[src/verilog/dbg_id_pkg.sv]
// Package for the debug component identification register window.
// Assumes a single APB slave port, 12-bit block offset, 32-bit data.
package dbg_id_pkg;
    // ==========================================================
    // Address and geometry
    localparam int unsigned ADDR_W = 12;
    localparam int unsigned DATA_W = 32;
    localparam int unsigned WIDX_HI = 11;
    localparam int unsigned WIDX_LO = 2;
    localparam int unsigned WIDX_W = 10;
    typedef logic [WIDX_W-1:0] widx_t;

    // ==========================================================
    // Register offsets (byte addresses within the 4KB block)
    localparam logic [11:0] OFF_CTRL_FIRST = 12'h000;
    localparam logic [11:0] OFF_INTEG_LAST = 12'hefc;
    localparam logic [11:0] OFF_MGMT_FIRST = 12'hf00;
    localparam logic [11:0] OFF_INTEGRATION_MODE_CONTROL = 12'hf00;
    localparam logic [11:0] OFF_CLAIM_TAG_SET = 12'hf08;
    localparam logic [11:0] OFF_CLAIM_TAG_CLEAR = 12'hf44;
    localparam logic [11:0] OFF_DEVICE_AFFINITY_0 = 12'hfa8;
    localparam logic [11:0] OFF_LOCK_ACCESS = 12'hfb0;
    localparam logic [11:0] OFF_LOCK_STATUS = 12'hfb4;
    localparam logic [11:0] OFF_DEVICE_ARCHITECTURE = 12'hfb8;
    localparam logic [11:0] OFF_DEVICE_CONFIG_2 = 12'hfc0;
    localparam logic [11:0] OFF_DEVICE_CONFIG_1 = 12'hfc4;
    localparam logic [11:0] OFF_DEVICE_CONFIG_0 = 12'hfc8;
    localparam logic [11:0] OFF_DEVICE_TYPE_ID = 12'hfcc;
    localparam logic [11:0] OFF_PERIPH_IDENT_4 = 12'hfd0;
    localparam logic [11:0] OFF_PERIPH_IDENT_0 = 12'hfe0;
    localparam logic [11:0] OFF_COMPONENT_IDENT_0 = 12'hff0;
    localparam logic [11:0] OFF_COMPONENT_IDENT_1 = 12'hff4;
    localparam logic [11:0] OFF_COMPONENT_IDENT_2 = 12'hff8;
    localparam logic [11:0] OFF_COMPONENT_IDENT_3 = 12'hffc;

    // ==========================================================
    // Field values
    localparam logic [7:0] PREAMBLE_BYTE_0 = 8'h00;
    localparam logic [3:0] PREAMBLE_NIBBLE_1 = 4'h0;
    localparam logic [7:0] PREAMBLE_BYTE_2 = 8'h05;
    localparam logic [7:0] PREAMBLE_BYTE_3 = 8'hb1;
    localparam logic [3:0] CLASS_GENERIC_VERIF = 4'h0;
    localparam logic [3:0] CLASS_ADDR_MAP_TABLE = 4'h1;
    localparam logic [3:0] CLASS_DEBUG = 4'h9;
    localparam logic [3:0] CLASS_PERIPH_TEST = 4'hb;
    localparam logic [3:0] CLASS_GENERIC_IP = 4'he;
    localparam logic [3:0] CLASS_LEGACY = 4'hf;
    localparam int unsigned CLAIM_W = 4;
    localparam logic [31:0] UNLOCK_KEY = 32'hc5acce55;
    localparam logic [31:0] RESET_ZERO = 32'h0000_0000;
    // Arbitrary neutral identity values
    localparam logic [11:0] PART_NUMBER = 12'h123;
    localparam logic [6:0] DESIGNER_ID = 7'h00;
    localparam logic [3:0] DESIGNER_CONT = 4'h0;
    localparam logic [3:0] REVISION = 4'h0;
    localparam logic [3:0] SIZE_4KB_COUNT = 4'h0;
    localparam logic [7:0] DEVICE_TYPE = 8'h00;

    // ==========================================================
    // APB request carrier
    typedef struct packed {
        logic sel;
        logic enable;
        logic write;
        logic [ADDR_W-1:0] addr;
        logic [DATA_W-1:0] wdata;
    } apb_req_s;

    function automatic widx_t word_idx(input logic [11:0] off);
        word_idx = off[WIDX_HI:WIDX_LO];
    endfunction
endpackage

[src/verilog/debug_component_id_regs.sv]
// Management and identification register window of a debug component.
// Assumes an APB master on clk; full aligned word accesses only.
`timescale 1ns/1ps
`default_nettype none

// Overview of operation
// - One 4KB block; management registers sit in the highest block.
// - Each register is one 32-bit little-endian word.
// - Only valid low bits stored; full-word access still accepted.
// - Words 0xF00 to 0xFFC hold only management registers.
// - Component control from 0x000 upward, integration from 0xEFC down.
// - Unimplemented optional standard registers read zero.
// - Write-only reads and read-only writes act as reserved: read zero.
// - Reserved fields read fixed zero or one.
// - Unimplemented bits of implemented fields read zero, ignore writes.
// - Reserved values written map onto a permitted behaviour.
// - Component and peripheral identification sets both present.
// - Identification preamble bytes 0x00, 0x0 nibble, 0x05, 0xB1.
// - Second identification word bits 7:4 report component class.
// - Class 0xF denotes legacy component without standard layout.
// - Remaining layout depends on class; this block is class 0x9.
// - Register model reached as a memory-mapped APB slave.
// - Component identification words at 0xFF0 through 0xFFC.
// - Unimplemented management words read zero, writes ignored.
module debug_component_id_regs
    import dbg_id_pkg::*;
(
    // Clock and reset
    input wire logic clk,
    input wire logic nrst,
    input wire logic clk_en,
    // APB slave
    input wire logic psel,
    input wire logic penable,
    input wire logic pwrite,
    input wire logic [ADDR_W-1:0] paddr,
    input wire logic [DATA_W-1:0] pwdata,
    output logic [DATA_W-1:0] prdata,
    output logic pready,
    output logic pslverr,
    // Component side
    output logic integration_mode,
    output logic [CLAIM_W-1:0] claim_tags,
    output logic locked
);
    // ==========================================================
    // Request decode
    apb_req_s req;
    assign req = '{sel: psel, enable: penable, write: pwrite, addr: paddr, wdata: pwdata};

    widx_t widx;
    assign widx = req.addr[WIDX_HI:WIDX_LO];

    wire logic setup_phase = req.sel && !req.enable;
    wire logic wr_go = setup_phase && req.write && clk_en;
    wire logic rd_go = setup_phase && !req.write && clk_en;

    wire logic hit_integration_mode_control = widx == word_idx(OFF_INTEGRATION_MODE_CONTROL);
    wire logic hit_cset = widx == word_idx(OFF_CLAIM_TAG_SET);
    wire logic hit_cclr = widx == word_idx(OFF_CLAIM_TAG_CLEAR);
    wire logic hit_lar = widx == word_idx(OFF_LOCK_ACCESS);
    wire logic hit_lsr = widx == word_idx(OFF_LOCK_STATUS);

    // ==========================================================
    // Stored state
    logic integration_mode_control_ff, nxt_integration_mode_control;
    logic [CLAIM_W-1:0] claim_ff;
    wire logic [CLAIM_W-1:0] nxt_claim;
    logic locked_ff, nxt_locked;
    logic [DATA_W-1:0] rdata_ff, nxt_rdata;
    logic ready_ff, nxt_ready;
    // No error response: refused accesses complete quietly
    logic slverr_ff;

    // Writes are ignored while locked, except the lock access word itself
    wire logic wr_ok = wr_go && !locked_ff;

    // Only bit 0 stored; upper bits of the word are dropped
    assign nxt_integration_mode_control = (wr_ok && hit_integration_mode_control) ? req.wdata[0] : integration_mode_control_ff;

    // Claim bits beyond CLAIM_W are not implemented and ignore writes
    // One cell per claim bit; set and clear sit at different words, so never collide
    for (genvar gi = 0; gi < CLAIM_W; gi++) begin : g_claim
        wire logic set_bit = wr_ok && hit_cset && req.wdata[gi];
        wire logic clr_bit = wr_ok && hit_cclr && req.wdata[gi];
        assign nxt_claim[gi] = set_bit ? 1'b1 : (clr_bit ? 1'b0 : claim_ff[gi]);
    end

    // Any other value than the key relocks: a permitted mapping
    assign nxt_locked = (wr_go && hit_lar) ? (req.wdata != UNLOCK_KEY) : locked_ff;

    assign nxt_rdata = rd_go ? read_mux(widx) : rdata_ff;
    assign nxt_ready = clk_en ? setup_phase : ready_ff;

    // ==========================================================
    // Read data mux
    function automatic logic [DATA_W-1:0] read_mux(input widx_t w);
        logic [DATA_W-1:0] d;
        d = RESET_ZERO;
        if (w == word_idx(OFF_INTEGRATION_MODE_CONTROL)) begin
            d[0] = integration_mode_control_ff;
        end else if (w == word_idx(OFF_CLAIM_TAG_SET)) begin
            d[CLAIM_W-1:0] = {CLAIM_W{1'b1}};
        end else if (w == word_idx(OFF_CLAIM_TAG_CLEAR)) begin
            d[CLAIM_W-1:0] = claim_ff;
        end else if (w == word_idx(OFF_LOCK_STATUS)) begin
            // Bit 0 lock implemented, bit 1 locked, bit 2 32-bit access
            d[2:0] = {1'b0, locked_ff, 1'b1};
        end else if (w == word_idx(OFF_DEVICE_TYPE_ID)) begin
            d[7:0] = DEVICE_TYPE;
        end else if (w == word_idx(OFF_PERIPH_IDENT_4)) begin
            d[7:0] = {SIZE_4KB_COUNT, DESIGNER_CONT};
        end else if (w == word_idx(OFF_PERIPH_IDENT_0)) begin
            d[7:0] = PART_NUMBER[7:0];
        end else if (w == word_idx(OFF_PERIPH_IDENT_0) + widx_t'(1)) begin
            d[7:0] = {DESIGNER_ID[3:0], PART_NUMBER[11:8]};
        end else if (w == word_idx(OFF_PERIPH_IDENT_0) + widx_t'(2)) begin
            d[7:0] = {REVISION, 1'b1, DESIGNER_ID[6:4]};
        end else if (w == word_idx(OFF_COMPONENT_IDENT_0)) begin
            d[7:0] = PREAMBLE_BYTE_0;
        end else if (w == word_idx(OFF_COMPONENT_IDENT_1)) begin
            // Debug class, not the legacy code
            d[7:0] = {CLASS_DEBUG, PREAMBLE_NIBBLE_1};
        end else if (w == word_idx(OFF_COMPONENT_IDENT_2)) begin
            d[7:0] = PREAMBLE_BYTE_2;
        end else if (w == word_idx(OFF_COMPONENT_IDENT_3)) begin
            d[7:0] = PREAMBLE_BYTE_3;
        end
        // Lock access is write-only and reads zero
        read_mux = d;
    endfunction

    // ==========================================================
    // Registers
    always_ff @(posedge clk or negedge nrst) begin
        if (!nrst) begin
            integration_mode_control_ff <= 1'b0;
            claim_ff <= '0;
            locked_ff <= 1'b1;
            rdata_ff <= RESET_ZERO;
            ready_ff <= 1'b0;
            slverr_ff <= 1'b0;
        end else if (clk_en) begin
            integration_mode_control_ff <= nxt_integration_mode_control;
            claim_ff <= nxt_claim;
            locked_ff <= nxt_locked;
            rdata_ff <= nxt_rdata;
            ready_ff <= nxt_ready;
            slverr_ff <= 1'b0;
        end
    end

    assign prdata = rdata_ff;
    assign pready = ready_ff;
    assign pslverr = slverr_ff;
    assign integration_mode = integration_mode_control_ff;
    assign claim_tags = claim_ff;
    assign locked = locked_ff;
endmodule

`default_nettype wire

[config.mk]
export PLATFORM = sky130hd
export DESIGN_NAME = debug_component_id_regs
export DESIGN_NICKNAME = d
export VERILOG_FILES = /design/src/verilog/dbg_id_pkg.sv /design/src/verilog/debug_component_id_regs.sv
export SDC_FILE = /design/constraint.sdc
export NUM_CORES = 1
export LEC_CHECK = 0
export BUFFER_PORTS_ARGS = -buffer_cell sky130_fd_sc_hd__buf_2
export CORE_MARGIN = 2
export CORE_UTILIZATION = 35
export CTS_BUF_LIST = sky130_fd_sc_hd__clkbuf_2 sky130_fd_sc_hd__clkbuf_4 sky130_fd_sc_hd__clkbuf_8
export CTS_CLUSTER_SIZE = 24
export DETAILED_ROUTE_END_ITERATION = 8
export PLACE_DENSITY = 0.87
export SYNTH_ARGS = -nofsm -noshare
export SYNTH_HDL_FRONTEND = slang
export SYNTH_SLANG_ARGS = --single-unit
[constraint.sdc]
create_clock -name clk -period 1.35 [get_ports clk]
set_clock_uncertainty 0.15 [all_clocks]
set_input_delay 0.0675 -clock clk [delete_from_list [all_inputs] [get_ports clk]]
set_output_delay 0.0675 -clock clk [all_outputs]
set_load 0.01 [all_outputs]
==> results.cfg <==
[place]
port_bufs = 61
place_hpwl_um = 2160
dp_cells = 225
place_area_um2 = 1390
finalWeightedCongestion = 0.868

[sta]
grt_setup_unrepaired = yes
hold_viol = 0
setup_violations = 0
final_min_period_over_clock_period_pct = 96.9
layout_min_cycle_time_ns = 1.31
fmax_mhz = 764
slew_violations = 0

[grt]
grt_busiest_layer = met2
first_global_vias = 986
use_met2_pct = 26.5
initial_antenna_violation_count = 0
grt_pass1_wl_um = 3930
grt_start_max_net_pins = 14
globalRouteMet3Util_pct = 3.08
global_route.overflow_total = 0
grt_use_total_pct = 15.0
grt_use_met1_pct = 17.7

[critical_path]
cpMaxStageDelayCell = sky130_fd_sc_hd__dfstp_2
worstPathCellList = inv_4, nand2b_4, buf_6, nor3_4, a22o_1
worst_path_largest_cell_delay_ns = 0.56
worst_setup_path_start_kind = register
crit_path_end_kind = register
worstPathMaxFanout = 4
critPathKind = register to register
worst-endpoint-arrival_ns = 1.33
critPathRequiredTime_ns = 1.37

[power_and_ir_drop]
power.ir.vdd_worst_mv = 0.218
cellPowerDensity_nw_per_um2 = 565
static-leakage-power_nw = 0.797

[synthesis]
largest_family_of_logic_cells_by_synthesized_area = simple AND/OR/NAND/NOR gates
post_synth_and_or_nand_nor_area_fraction_pct = 32.9
syn_area_per_cell_um2 = 8.49
synth_largest_type_area_fraction_pct = 28.5
syn_area_um2 = 1050
synth_ff_type = sky130_fd_sc_hd__dfrtp_1
synth_edf_count = 0
cell_types_occupying_the_most_area_after_synthesis = sky130_fd_sc_hd__dfrtp_1 29%, sky130_fd_sc_hd__buf_4 19%, sky130_fd_sc_hd__nand2_1 6.4%
async_flop_share_pct = 100
synth_compound_gate_area_share_pct = 12.4
synth_cells = 124
synth_seq_cells = 13
synth.largest_area_cell = sky130_fd_sc_hd__dfrtp_1
synth-adder-area-share_pct = 0
synthXorXnorAreaFrac_pct = 0
synth.yosys.warnings = 0
synth_cell_types = 36
muxShareOfSynthArea_pct = 2.97
seq_area_frac_synth_pct = 31.0

[detailed_routing]
final_antenna_net_count = 0
viasPerCell = 4.68
initialDrtViolationCount = 20
wl_per_cell_um = 11.2
drtPass1Iterations = 6
drc_errors_left = 2
detail_route.wirelength_um = 2650
via_total_after_detailed_routing = 1113

[clock_tree]
clock_sinks = 13
cts_tree = built
later_pin_clock_latency_in_the_skew_report_ns = 0.27
cts_buffers = 3
ctsLongestPathBuffers = 2
clk_pin_slew_worst_setup_hold_paths_ns = 0.08
cts_htree_levels = 1
cts_root_buffer = sky130_fd_sc_hd__clkbuf_4

[flow_run]
max_cap_viol_count = 0

[floorplan]
floorplan.die_area_um2 = 3460
num_rows = 19
floorplan.initialDensity_pct = 37.5
core_area_um2 = 2810
chipWidth_um = 58.8
number_of_top_level_pins = 90
die_h_um = 58.8

[status]
run_status = finished, violations left
violations = design-rule violations

[layout]
final_std_cell_area_no_fill_um2 = 1530
layout.cells.most_common_list = 61 x sky130_fd_sc_hd__buf_2, 26 x sky130_fd_sc_hd__conb_1, 18 x sky130_fd_sc_hd__nand2_1
antenna_cells = 0
final_cells = 238
most_common_library_cell_in_the_layout_ignoring_fill_and_taps = sky130_fd_sc_hd__buf_2
nNetsFinal = 258
final_layout_size_suffix_gt1_share_pct = 43.5
area.growth.synth_to_final_pct = 45.7
layout.core_utilization_pct = 54.6

[hold_path]
hp-class = primary input to register
final timing paths:
check | from | end | slack (ns) | cells after the start
setup reg to reg | locked | claim_tags[3] | 0.04 | 5
min in group asynchronous | nrst | prdata[0] | 0.05 | 2
hold reg to reg | prdata[5] | prdata[5] | 0.34 | 2
hold / removal | paddr[3] | prdata[5] | 0.02 | 4
max in group asynchronous | nrst | locked | 0.72 | 2
setup / recovery | locked | claim_tags[3] | 0.04 | 5
where the power goes:
group | internal, mW | switching [mW] | leakage (nW)
clock network | 0.135 | 0.132 | 0.0184
registers | 0.392 | 0.00147 | 0.177
logic | 0.101 | 0.104 | 0.602
synthesized netlist by cell type (3+ instances only):
master	n
sky130_fd_sc_hd__buf_4	27
sky130_fd_sc_hd__nand2_1	18
sky130_fd_sc_hd__dfrtp_1	12
sky130_fd_sc_hd__nor2_1	6
sky130_fd_sc_hd__nor3_1	6
sky130_fd_sc_hd__nand4b_1	5
sky130_fd_sc_hd__o21ai_0	5
sky130_fd_sc_hd__a22o_1	4
sky130_fd_sc_hd__a21oi_1	3
sky130_fd_sc_hd__nor3_2	3
flip-flops by register name, summed over array words and instances, names as in the netlist:
register          flops
claim_tags            4
integration_mode      1
locked                1
pready                1
prdata                6
cells by family (layout without fill, tap and decap cells):
family	after synthesis	count (layout)
AOI/OAI and AO/OA	20	20
other	1	26
buffers and inverters	30	88
and+or+nand+nor	57	57
DFF	13	13
muxes	3	3
per-layer routing:
layer	vias up	part of all wire [%]
li1	564	-
met1	499	40
met2	46	51
met3	4	6.7
met4	0	1.4
met5	-	0
stage by stage:
stage	setup TNS, ns	hold slack [ns]	setup slack [ns]	total power, mW
2_1_floorplan	0	-0.378	0.0588	0.529
3_3_place_gp	-0.173	-0.191	-0.0591	0.582
3_5_place_dp	-0.505	-0.180	-0.124	0.586
4_1_cts	0	0.0247	0.00969	0.863
5_1_grt	-0.0232	0.0554	-0.0121	0.910
6_report	0	0.0237	0.0414	0.866
repair_timing:
action	in CTS	in global routing
hold buffers	8	0
endpoints found under the hold margin	19	0
setup endpoints to repair	0	6
gates resized for setup	0	6
setup buffers	0	1
area by class of cell:
class / instances / area [um2]
fill: 283 / 1270
multi-input combinational: 106 / 641
timing repair buffer: 82 / 487
sequential: 13 / 327
tap: 31 / 38.8
clock buffer: 4 / 30.0
inverter: 2 / 10.0
worst max-delay path: cells and delay by family, from the launching register on:
kind	cells	cell delay, ns
AO/OA/AOI/OAI	1	0.22
buffers and inverters	2	0.15
flip-flops	1	0.56
AND/OR/NAND/NOR	2	0.13
Power figures use the tool's default switching activity.
